### src/mmd_pkg.sv
// Package: address map, region codes and flash/RAM control constants
package mmd_pkg;
	localparam int ADDR_W = 16;
	localparam int DATA_W = 16;
	// Region bounds
	localparam logic [15:0] PERIPH_LO = 16'h0000;
	localparam logic [15:0] PERIPH_HI = 16'h0FFF;
	localparam logic [15:0] BOOT_LO = 16'h1000;
	localparam logic [15:0] BOOT_HI = 16'h17FF;
	localparam logic [15:0] INFO_LO = 16'h1800;
	localparam logic [15:0] INFO_HI = 16'h19FF;
	localparam logic [15:0] INFO_A_LO = 16'h1980;
	localparam logic [15:0] DESC_LO = 16'h1A00;
	localparam logic [15:0] DESC_HI = 16'h1A7F;
	localparam logic [15:0] SPARE_LO = 16'h1A80;
	localparam logic [15:0] SPARE_HI = 16'h1AFF;
	localparam logic [15:0] RAM0_LO = 16'h1C00;
	localparam logic [15:0] RAM0_HI = 16'h23FF;
	localparam logic [15:0] RAM1_LO = 16'h2400;
	localparam logic [15:0] RAM1_HI = 16'h2BFF;
	localparam logic [15:0] MAIN_LO = 16'h8000;
	localparam logic [15:0] MAIN_HI = 16'hFFFF;
	localparam logic [15:0] VECT_LO = 16'hFF80;
	// Segment index field positions
	localparam int MAIN_SEG_LSB = 9;
	localparam int INFO_SEG_LSB = 7;
	localparam int BOOT_SEG_LSB = 9;
	// Value returned on a vacant read
	localparam logic [15:0] VACANT_READ = 16'h3FFF;
	localparam int RAM_SECTORS = 2;
	localparam logic [1:0] RAM_EN_RST = 2'h3;
	typedef enum logic [3:0] {
		MMD_VACANT, MMD_PERIPH, MMD_BOOT, MMD_INFO, MMD_DESC, MMD_SPARE,
		MMD_RAM0, MMD_RAM1, MMD_MAIN
	} mmd_region_e;
	typedef enum logic [1:0] {MMD_SZ_BYTE, MMD_SZ_WORD, MMD_SZ_LONG} mmd_size_e;
	typedef enum logic [1:0] {MMD_ER_NONE, MMD_ER_SEG, MMD_ER_MAIN, MMD_ER_ALL} mmd_erase_e;
endpackage

### src/mmd_dec_if.sv
// Interface: decoded access information between decoder and controller
interface mmd_dec_if;
	import mmd_pkg::*;
	logic [15:0] addr;
	mmd_region_e region;
	logic [5:0] main_seg;
	logic [1:0] info_seg;
	logic [1:0] boot_seg;
	logic vector_hit;
	modport dec(input addr, output region, main_seg, info_seg, boot_seg, vector_hit);
	modport ctl(output addr, input region, main_seg, info_seg, boot_seg, vector_hit);
endinterface

### src/mmd_region_dec.sv
// Combinational address-to-region decoder
module mmd_region_dec (
	mmd_dec_if.dec dif
);
	import mmd_pkg::*;

	// Region lookup used for every decode
	function automatic mmd_region_e region_of(input logic [15:0] a);
		if (a <= PERIPH_HI) return MMD_PERIPH; // [RQ9]
		else if (a >= BOOT_LO && a <= BOOT_HI) return MMD_BOOT; // [RQ8]
		else if (a >= INFO_LO && a <= INFO_HI) return MMD_INFO; // [RQ7]
		else if (a >= DESC_LO && a <= DESC_HI) return MMD_DESC; // [RQ6]
		else if (a >= SPARE_LO && a <= SPARE_HI) return MMD_SPARE; // [RQ5]
		else if (a >= RAM0_LO && a <= RAM0_HI) return MMD_RAM0; // [RQ4]
		else if (a >= RAM1_LO && a <= RAM1_HI) return MMD_RAM1; // [RQ4]
		else if (a >= MAIN_LO) return MMD_MAIN; // [RQ2]
		else return MMD_VACANT; // [RQ1]
	endfunction

	// Region and segment fields
	always_comb begin
		dif.region = region_of(dif.addr);
		dif.main_seg = dif.addr[14:MAIN_SEG_LSB];
		dif.info_seg = dif.addr[8:INFO_SEG_LSB];
		dif.boot_seg = dif.addr[10:BOOT_SEG_LSB];
		dif.vector_hit = (dif.addr >= VECT_LO);
	end
endmodule

### src/mmd_memory_map.sv
// Memory map decoder with vacant access detection and flash/RAM control
//
// Contract
// [RQ1] Addresses outside all regions are vacant; accessing one pulses the vacant interrupt.
// [RQ2] Main flash decodes as one 32KB bank 0x8000 to 0xFFFF.
// [RQ3] Addresses 0xFF80 to 0xFFFF are the vector area inside main flash.
// [RQ4] RAM decodes as sector 0 at 0x1C00-0x23FF, sector 1 at 0x2400-0x2BFF.
// [RQ5] 0x1A80 to 0x1AFF decodes as valid memory, never vacant.
// [RQ6] Device descriptor decodes as 0x1A00 to 0x1A7F.
// [RQ7] Information flash is four 128-byte segments, A top, D bottom.
// [RQ8] Boot loader flash is four 512-byte segments numbered upward from 0x1000.
// [RQ9] Peripherals occupy 0x0000 to 0x0FFF, reachable by every access.
// [RQ10] Flash accepts byte, word and long-word writes.
// [RQ11] Main erase segments are 512 bytes; info segments 128 bytes.
// [RQ12] Flash supports whole main erase and single main segment erase.
// [RQ13] Info segments erase singly or together with main in a group erase.
// [RQ14] Info segment A has its own lock blocking writes and erases.
// [RQ15] Each RAM sector can be disabled and powered down, losing contents.
// [RQ16] Idle RAM sectors drop to retention automatically, keeping contents.
// [RQ17] Vacant reads return a fixed value; vacant writes are discarded.
module mmd_memory_map (
	input wire logic core_clk_in,
	input wire logic arst_n_in,
	input wire logic clk_en_in,
	input wire logic acc_valid_in,
	input wire logic acc_write_in,
	input wire logic [15:0] acc_addr_in,
	input wire mmd_pkg::mmd_size_e acc_size_in,
	input wire logic [15:0] acc_rdata_in,
	input wire logic erase_req_in,
	input wire mmd_pkg::mmd_erase_e erase_mode_in,
	input wire logic info_a_lock_in,
	input wire logic [1:0] ram_enable_in,
	output logic [15:0] acc_rdata_out,
	output logic acc_done_out,
	output mmd_pkg::mmd_region_e region_out,
	output logic [5:0] main_seg_out,
	output logic [1:0] info_seg_out,
	output logic [1:0] boot_seg_out,
	output logic vector_hit_out,
	output logic periph_sel_out,
	output logic flash_wr_out,
	output mmd_pkg::mmd_size_e flash_wr_size_out,
	output logic flash_blocked_out,
	output logic erase_go_out,
	output mmd_pkg::mmd_erase_e erase_kind_out,
	output logic erase_info_a_out,
	output logic [1:0] ram_sel_out,
	output logic [1:0] ram_power_out,
	output logic [1:0] ram_retain_out,
	output logic vacant_irq_out
);
	import mmd_pkg::*;

	mmd_dec_if dif ();

	// ----------------------------------------
	// Address decode
	// ----------------------------------------
	assign dif.addr = acc_addr_in;
	mmd_region_dec u_dec (
		.dif(dif)
	);

	logic is_flash;
	logic is_vacant;
	logic a_locked;
	// Access classification
	always_comb begin
		is_flash = (dif.region == MMD_MAIN) || (dif.region == MMD_INFO) ||
			(dif.region == MMD_BOOT); // [RQ2] [RQ7] [RQ8]
		is_vacant = (dif.region == MMD_VACANT); // [RQ1] [RQ5]
		a_locked = info_a_lock_in && (dif.region == MMD_INFO) &&
			(dif.info_seg == 2'h3); // [RQ14]
	end

	// ----------------------------------------
	// Access response state
	// ----------------------------------------
	logic [15:0] rdata, next_rdata;
	logic done, next_done;
	mmd_region_e region, next_region;
	logic [5:0] mseg, next_mseg;
	logic [1:0] iseg, next_iseg;
	logic [1:0] bseg, next_bseg;
	logic vhit, next_vhit;
	logic psel, next_psel;
	logic fwr, next_fwr;
	mmd_size_e fsize, next_fsize;
	logic fblk, next_fblk;
	logic virq, next_virq;
	logic [1:0] rsel, next_rsel;

	// Next response values
	always_comb begin
		next_done = acc_valid_in;
		next_region = acc_valid_in ? dif.region : region;
		next_mseg = dif.main_seg; // [RQ11]
		next_iseg = dif.info_seg; // [RQ11]
		next_bseg = dif.boot_seg;
		next_vhit = acc_valid_in && dif.vector_hit; // [RQ3]
		next_psel = acc_valid_in && (dif.region == MMD_PERIPH); // [RQ9]
		next_fwr = acc_valid_in && acc_write_in && is_flash && !a_locked; // [RQ10]
		next_fsize = acc_valid_in ? acc_size_in : fsize; // [RQ10]
		next_fblk = acc_valid_in && acc_write_in && a_locked; // [RQ14]
		next_virq = acc_valid_in && is_vacant; // [RQ1]
		next_rdata = (acc_valid_in && is_vacant) ? VACANT_READ : acc_rdata_in; // [RQ17]
		next_rsel[0] = acc_valid_in && (dif.region == MMD_RAM0) && ram_enable_in[0]; // [RQ4]
		next_rsel[1] = acc_valid_in && (dif.region == MMD_RAM1) && ram_enable_in[1]; // [RQ4]
	end

	// Register response
	always_ff @(posedge core_clk_in or negedge arst_n_in) begin
		if (!arst_n_in) begin
			done <= 1'b0;
			region <= MMD_VACANT;
			mseg <= 6'h00;
			iseg <= 2'h0;
			bseg <= 2'h0;
			vhit <= 1'b0;
			psel <= 1'b0;
			fwr <= 1'b0;
			fsize <= MMD_SZ_BYTE;
			fblk <= 1'b0;
			virq <= 1'b0;
			rdata <= 16'h0000;
			rsel <= 2'h0;
		end else if (clk_en_in) begin
			done <= next_done;
			region <= next_region;
			mseg <= next_mseg;
			iseg <= next_iseg;
			bseg <= next_bseg;
			vhit <= next_vhit;
			psel <= next_psel;
			fwr <= next_fwr;
			fsize <= next_fsize;
			fblk <= next_fblk;
			virq <= next_virq;
			rdata <= next_rdata;
			rsel <= next_rsel;
		end
	end

	// ----------------------------------------
	// Erase control
	// ----------------------------------------
	logic ego, next_ego;
	mmd_erase_e ekind, next_ekind;
	logic ea, next_ea;
	// Erase request qualification
	always_comb begin
		next_ego = 1'b0;
		next_ekind = ekind;
		next_ea = 1'b0;
		if (erase_req_in) begin
			case (erase_mode_in)
				MMD_ER_SEG: begin
					// Single segment: main or info, not boot or locked A
					next_ego = (dif.region == MMD_MAIN) ||
						((dif.region == MMD_INFO) && !a_locked); // [RQ12] [RQ13] [RQ14]
					next_ekind = MMD_ER_SEG;
				end
				MMD_ER_MAIN: begin
					next_ego = 1'b1; // [RQ12]
					next_ekind = MMD_ER_MAIN;
				end
				MMD_ER_ALL: begin
					next_ego = 1'b1; // [RQ13]
					next_ekind = MMD_ER_ALL;
					next_ea = !info_a_lock_in; // [RQ14]
				end
				default: begin
					next_ego = 1'b0;
				end
			endcase
		end
	end

	// Register erase command
	always_ff @(posedge core_clk_in or negedge arst_n_in) begin
		if (!arst_n_in) begin
			ego <= 1'b0;
			ekind <= MMD_ER_NONE;
			ea <= 1'b0;
		end else if (clk_en_in) begin
			ego <= next_ego;
			ekind <= next_ekind;
			ea <= next_ea;
		end
	end

	// ----------------------------------------
	// RAM sector power
	// ----------------------------------------
	logic [1:0] rpow, next_rpow;
	logic [1:0] rret, next_rret;
	// Power and retention per sector
	always_comb begin
		next_rpow = ram_enable_in; // [RQ15]
		next_rret = ram_enable_in & ~next_rsel; // [RQ16]
	end

	// Register sector power state
	always_ff @(posedge core_clk_in or negedge arst_n_in) begin
		if (!arst_n_in) begin
			rpow <= RAM_EN_RST;
			rret <= RAM_EN_RST;
		end else if (clk_en_in) begin
			rpow <= next_rpow;
			rret <= next_rret;
		end
	end

	// Output drive
	assign acc_rdata_out = rdata;
	assign acc_done_out = done;
	assign region_out = region;
	assign main_seg_out = mseg;
	assign info_seg_out = iseg;
	assign boot_seg_out = bseg;
	assign vector_hit_out = vhit;
	assign periph_sel_out = psel;
	assign flash_wr_out = fwr;
	assign flash_wr_size_out = fsize;
	assign flash_blocked_out = fblk;
	assign erase_go_out = ego;
	assign erase_kind_out = ekind;
	assign erase_info_a_out = ea;
	assign ram_sel_out = rsel;
	assign ram_power_out = rpow;
	assign ram_retain_out = rret;
	assign vacant_irq_out = virq;

	// ----------------------------------------
	// Assertions
	// ----------------------------------------
	vacant_irq_a: assert property (@(posedge core_clk_in) disable iff (!arst_n_in) // [RQ1]
		clk_en_in && acc_valid_in && (acc_addr_in inside {[16'h2C00:16'h7FFF]})
		|=> vacant_irq_out && acc_rdata_out == VACANT_READ)
		else $error("vacant access not flagged");
	spare_valid_a: assert property (@(posedge core_clk_in) disable iff (!arst_n_in) // [RQ5]
		clk_en_in && acc_valid_in && acc_addr_in[15:7] == 9'h035 |=> !vacant_irq_out)
		else $error("spare region flagged vacant");
	main_bank_a: assert property (@(posedge core_clk_in) disable iff (!arst_n_in) // [RQ2]
		clk_en_in && acc_valid_in && acc_addr_in[15] |=> region_out == MMD_MAIN)
		else $error("main flash not decoded");
	vector_area_a: assert property (@(posedge core_clk_in) disable iff (!arst_n_in) // [RQ3]
		clk_en_in && acc_valid_in |=> vector_hit_out == ($past(acc_addr_in) >= 16'hFF80))
		else $error("vector area decode wrong");
	ram_sector_a: assert property (@(posedge core_clk_in) disable iff (!arst_n_in) // [RQ4]
		clk_en_in && acc_valid_in && acc_addr_in == 16'h2400 && ram_enable_in[1]
		|=> ram_sel_out == 2'h2 && region_out == MMD_RAM1)
		else $error("ram sector 1 decode wrong");
	desc_area_a: assert property (@(posedge core_clk_in) disable iff (!arst_n_in) // [RQ6]
		clk_en_in && acc_valid_in && acc_addr_in[15:7] == 9'h034 |=> region_out == MMD_DESC)
		else $error("descriptor decode wrong");
	info_lock_a: assert property (@(posedge core_clk_in) disable iff (!arst_n_in) // [RQ14]
		clk_en_in && acc_valid_in && acc_write_in && info_a_lock_in &&
		acc_addr_in[15:7] == 9'h033 |=> !flash_wr_out && flash_blocked_out)
		else $error("locked segment A written");
	periph_sel_a: assert property (@(posedge core_clk_in) disable iff (!arst_n_in) // [RQ9]
		clk_en_in && acc_valid_in && acc_addr_in[15:12] == 4'h0 |=> periph_sel_out)
		else $error("peripheral select missing");
	ram_retain_a: assert property (@(posedge core_clk_in) disable iff (!arst_n_in) // [RQ16]
		clk_en_in && !acc_valid_in |=> ram_retain_out == ram_power_out)
		else $error("idle sector not retained");
	ram_off_a: assert property (@(posedge core_clk_in) disable iff (!arst_n_in) // [RQ15]
		clk_en_in && !ram_enable_in[0] |=> !ram_power_out[0] && !ram_sel_out[0])
		else $error("disabled sector still powered");
endmodule

### config.mk
export PLATFORM = sky130hd
export DESIGN_NAME = mmd_memory_map
export DESIGN_NICKNAME = d
export VERILOG_FILES = /design/src/mmd_pkg.sv /design/src/mmd_dec_if.sv /design/src/mmd_region_dec.sv /design/src/mmd_memory_map.sv
export SDC_FILE = /design/constraint.sdc
export NUM_CORES = 1
export LEC_CHECK = 0
export BUFFER_PORTS_ARGS = -buffer_cell sky130_fd_sc_hd__clkbuf_2
export CORE_MARGIN = 8
export CORE_UTILIZATION = 30
export DETAILED_ROUTE_END_ITERATION = 16
export SYNTH_ARGS = -nofsm -noshare
export SYNTH_HDL_FRONTEND = slang
export SYNTH_SLANG_ARGS = --single-unit
### constraint.sdc
create_clock -name core_clk_in -period 0.8 [get_ports core_clk_in]
set_input_delay 0.08 -clock core_clk_in [delete_from_list [all_inputs] [get_ports core_clk_in]]
set_output_delay 0.08 -clock core_clk_in [all_outputs]
set_load 0.05 [all_outputs]
==> out/metrics.csv <==
stage;metric;value;unit
worst_hold_path;Hold Startpoint;acc_rdata_in[4];
timing;Hold WS;0.00360;ns
yosys;top post-synthesis cells by area;dfrtp_1 (46%), mux2i_1 (7.4%), mux2_2 (5.9%);
clocking;CTS Sinks;46;
timing;Slew HR;0.811;
clocking;clock tree buffer depth;2;
worst_setup_path;Critical Path, Cell by Cell;buf_6, buf_12;
yosys;Post-synth EDFFs;0;
yosys;Post-Syn Nets;240;
power_and_ir_drop;Overall Power;7490;uW
timing;Final setup viols;73;
clocking;CTS Root Cell;clkbuf_8;
worst_setup_path;CP max FO;2;
worst_hold_path;Endpoint, Worst Hold;acc_rdata_out[4];
yosys;Post-Syn Area per Cell;11.8;um^2
place;DP Worst Slack;-0.458;ns
grt;vias in the first global route;2148;
floorplan;die width;103;um
place;input/output buffers;85;
worst_hold_path;HP Class;primary input to register;
drt;Via density;4.72;
yosys;#FFs+latches synth;46;
yosys;cells after synthesis;195;
yosys;area share of the largest cell type after synthesis;0.458;
floorplan;I/O Pins;93;
yosys;Simple-Gate Fraction of Synth Area;0.118;
drt;drt pass-1 iters;4;
worst_setup_path;CP Data Arrival Time;1.06;ns
floorplan;row count;32;
grt;Overflow after GRT;0;
cells_and_area;Fillers;624;
clocking;CTS tree;yes;
worst_setup_path;Slowest cell on crit path;dfstp_2;
floorplan;core area;0.00757;mm^2
drt;Remaining DRCs;0;
worst_setup_path;Levels on crit path;2;
worst_setup_path;slowest stage delay, CP;0.55;ns
timing;worst-margin pin slew;0.279;ns
timing;Slew Viols, Final;0;
worst_setup_path;Crit path required time;0.72;ns
worst_setup_path;Setup crit end kind;output port;
drt;final WL;7140;um
timing;final hold viol count;0;
worst_hold_path;Hold Path Depth;3;
clocking;CTS H-tree lvls;2;
yosys;register area share after synthesis;0.504;
cells_and_area;nets;370;
worst_setup_path;worst reg2reg path depth;2;
worst_setup_path;startpoint types;register;
grt;largest net degree at the start of global routing;47;
timing;final period utilization;1.43;
grt;initial antenna violation count;0;
run_status;status;finished with violations;
timing;PnR worst setup slack;-0.344;ns
worst_setup_path;worst r2r src;main_seg_out[5];
yosys;Post-synth top cells;dfrtp_1 (42), nand2_1 (18), mux2i_1 (17), mux2_2 (12), o21ai_2 (10);
clocking;TritonCTS Buffers;5;
drt;WL per Instance;16.7;um
grt;global-route usage over all layers;0.135;
clocking;worst skew pair latency;0.30;ns
drt;vias;2019;
yosys;dominant cell type by area after synthesis;dfrtp_1;
worst_setup_path;top cell family by delay on the critical path;flip-flops;
floorplan;die area;0.0107;mm^2
place;DP HPWL;5060;um
yosys;largest family of logic cells by synthesized area;compound AO/OA/AOI/OAI gates;
flow_run;max cap viols;0;
cells_and_area;area added between synthesis and finish;81.9;%
power_and_ir_drop;Power per Cell Area;1790;mW/mm^2
run_status;failing checks;negative setup slack;
drt;Iter 0 DRT Violations;59;
cells_and_area;ANT cells;0;
yosys;XOR/XNOR share of the synthesized area;0;
yosys;post-synthesis mux area share;0.133;
timing;f_max;0.874;GHz
worst_setup_path;Worst R2R End;main_seg_out[5];
cells_and_area;layout cells sized above 1;0.699;
timing;RSZ-0062 raised after global routing;yes;
timing;Final Critical Period;1.14;ns
drt;remaining antenna violation count after routing;0;
worst_setup_path;Crit Path Class;register to output port;
yosys;post-synthesis adder-cell area fraction;0;
clocking;clock slew at reported path FFs;0.09;ns
grt;first-pass GRT wire length;11000;um
floorplan;Die Ht;103;um
timing;clock skew;0;ns
power_and_ir_drop;leak pwr;0.00189;uW
yosys;Synth Area in Compound Gates;0.178;
yosys;most common cell in the synthesized netlist;dfrtp_1;
power_and_ir_drop;peak supply drop;885;uV
floorplan;Initial Utilization;0.303;
yosys;Yosys warnings;0;
yosys;mapped cell area;0.00230;mm^2
worst_setup_path;Buf/Inv on CP;2;
yosys;distinct cell type count after synthesis;49;
worst_setup_path;flop-to-flop setup slack;-0.11;ns
yosys;FFs w/ async S/R, synth;1.00;
place;Routability Congestion;0.748;
yosys;predominant post-synthesis flop cell;dfrtp_1;
==> placed cells by master, fill, tap and decap left out, types with 3 or more instances in the layout <==
| cell | instances |
|---|---|
| a21oi_1 | 3 |
| a21oi_2 | 3 |
| buf_12 | 9 |
| buf_4 | 33 |
| buf_6 | 12 |
| buf_8 | 46 |
| clkbuf_16 | 3 |
| clkbuf_2 | 30 |
| clkbuf_8 | 5 |
| dfrtp_1 | 24 |
| dfrtp_2 | 18 |
| dfstp_2 | 4 |
| dlygate4sd3_1 | 4 |
| inv_1 | 6 |
| mux2_2 | 8 |
| mux2_4 | 4 |
| mux2i_1 | 15 |
| nand2_1 | 16 |
| nand2b_1 | 3 |
| nand2b_4 | 4 |
| nand3_1 | 4 |
| nor2_1 | 3 |
| o21ai_2 | 15 |
==> metrics by stage <==
step | utilization | cells | instance area [um^2] | TNS (ns)
2_1_floorplan | - | 195 | 2370 | -6.16
3_3_place_gp | 0.414 | 399 | 3140 | -13.19
3_5_place_dp | 0.414 | 399 | 3140 | -13.94
6_report | 0.552 | 428 | 4180 | -9.68
5_1_grt | 0.552 | 428 | 4180 | -12.07
4_1_cts | 0.521 | 419 | 3940 | -10.50
==> power by group <==
| group | internal [uW] | switching [uW] |
|---|---|---|
| sequential | 2590 | 230 |
| combinational | 1350 | 1570 |
| clock | 933 | 809 |
| total | 4880 | 2610 |
==> worst register-to-register path: stages (launching register included) <==
cell and delay, ns:
dfrtp_2 0.43, buf_6 0.12, mux2_4 0.25
==> state kept, by name, summed over array words and instances (netlist names), 2 cells and up <==
register	count
acc_rdata_out	16
region_out	4
flash_wr_size_out	2
ram_sel_out	2
main_seg_out	6
ram_power_out	2
info_seg_out	2
ram_retain_out	2
erase_kind_out	2
==> routing by layer <==
layer | part of all wire | up-vias | GRT usage
li1 | - | 959 | -
met1 | 0.40 | 980 | 0.152
met2 | 0.50 | 72 | 0.235
met3 | 0.090 | 8 | 0.0448
met4 | 0.013 | 0 | 0.0412
met5 | 0 | - | 0
==> kinds of logic (layout without fill, tap and decap cells) <==
logic type	after synthesis	in the layout
DFF	46	46
and+or+nand+nor	47	47
AOI/OAI and AO/OA	49	49
muxes	29	29
buffers and inverters	24	155
==> final cells by class <==
type,count,area (um^2),share of cell area
clock buffer,6,72.6,0.0174
timing repair buffer,139,1530,0.366
tap,102,128,0.0306
inverter,8,30.0,0.00719
clock inverter,2,37.5,0.00899
sequential,46,1180,0.282
multi-input combinational,125,1200,0.287
==> what timing repair did <==
action | in CTS | in global routing
cloned | 1 | 0
gates resized for setup | 130 | 79
hold buffers | 4 | 0
buffers inserted | 7 | 9
pin swaps | 20 | 19
endpoints found under the setup margin | 74 | 80
hold endpoints to repair | 45 | 0
==> worst max-delay path by stage <==
stage / slack [ns] / to / startpoint
2_1_floorplan: -0.24 / vacant_irq_out / acc_addr_in[11]
3_3_place_gp: -0.41 / vacant_irq_out / acc_addr_in[11]
3_5_place_dp: -0.46 / acc_rdata_out[2] / acc_addr_in[11]
4_1_cts: -0.36 / ram_retain_out[0] / ram_retain_out[0]
5_1_grt: -0.38 / ram_retain_out[0] / ram_retain_out[0]
6_report: -0.34 / ram_retain_out[0] / ram_retain_out[0]
(Power assumes the default switching activity.)
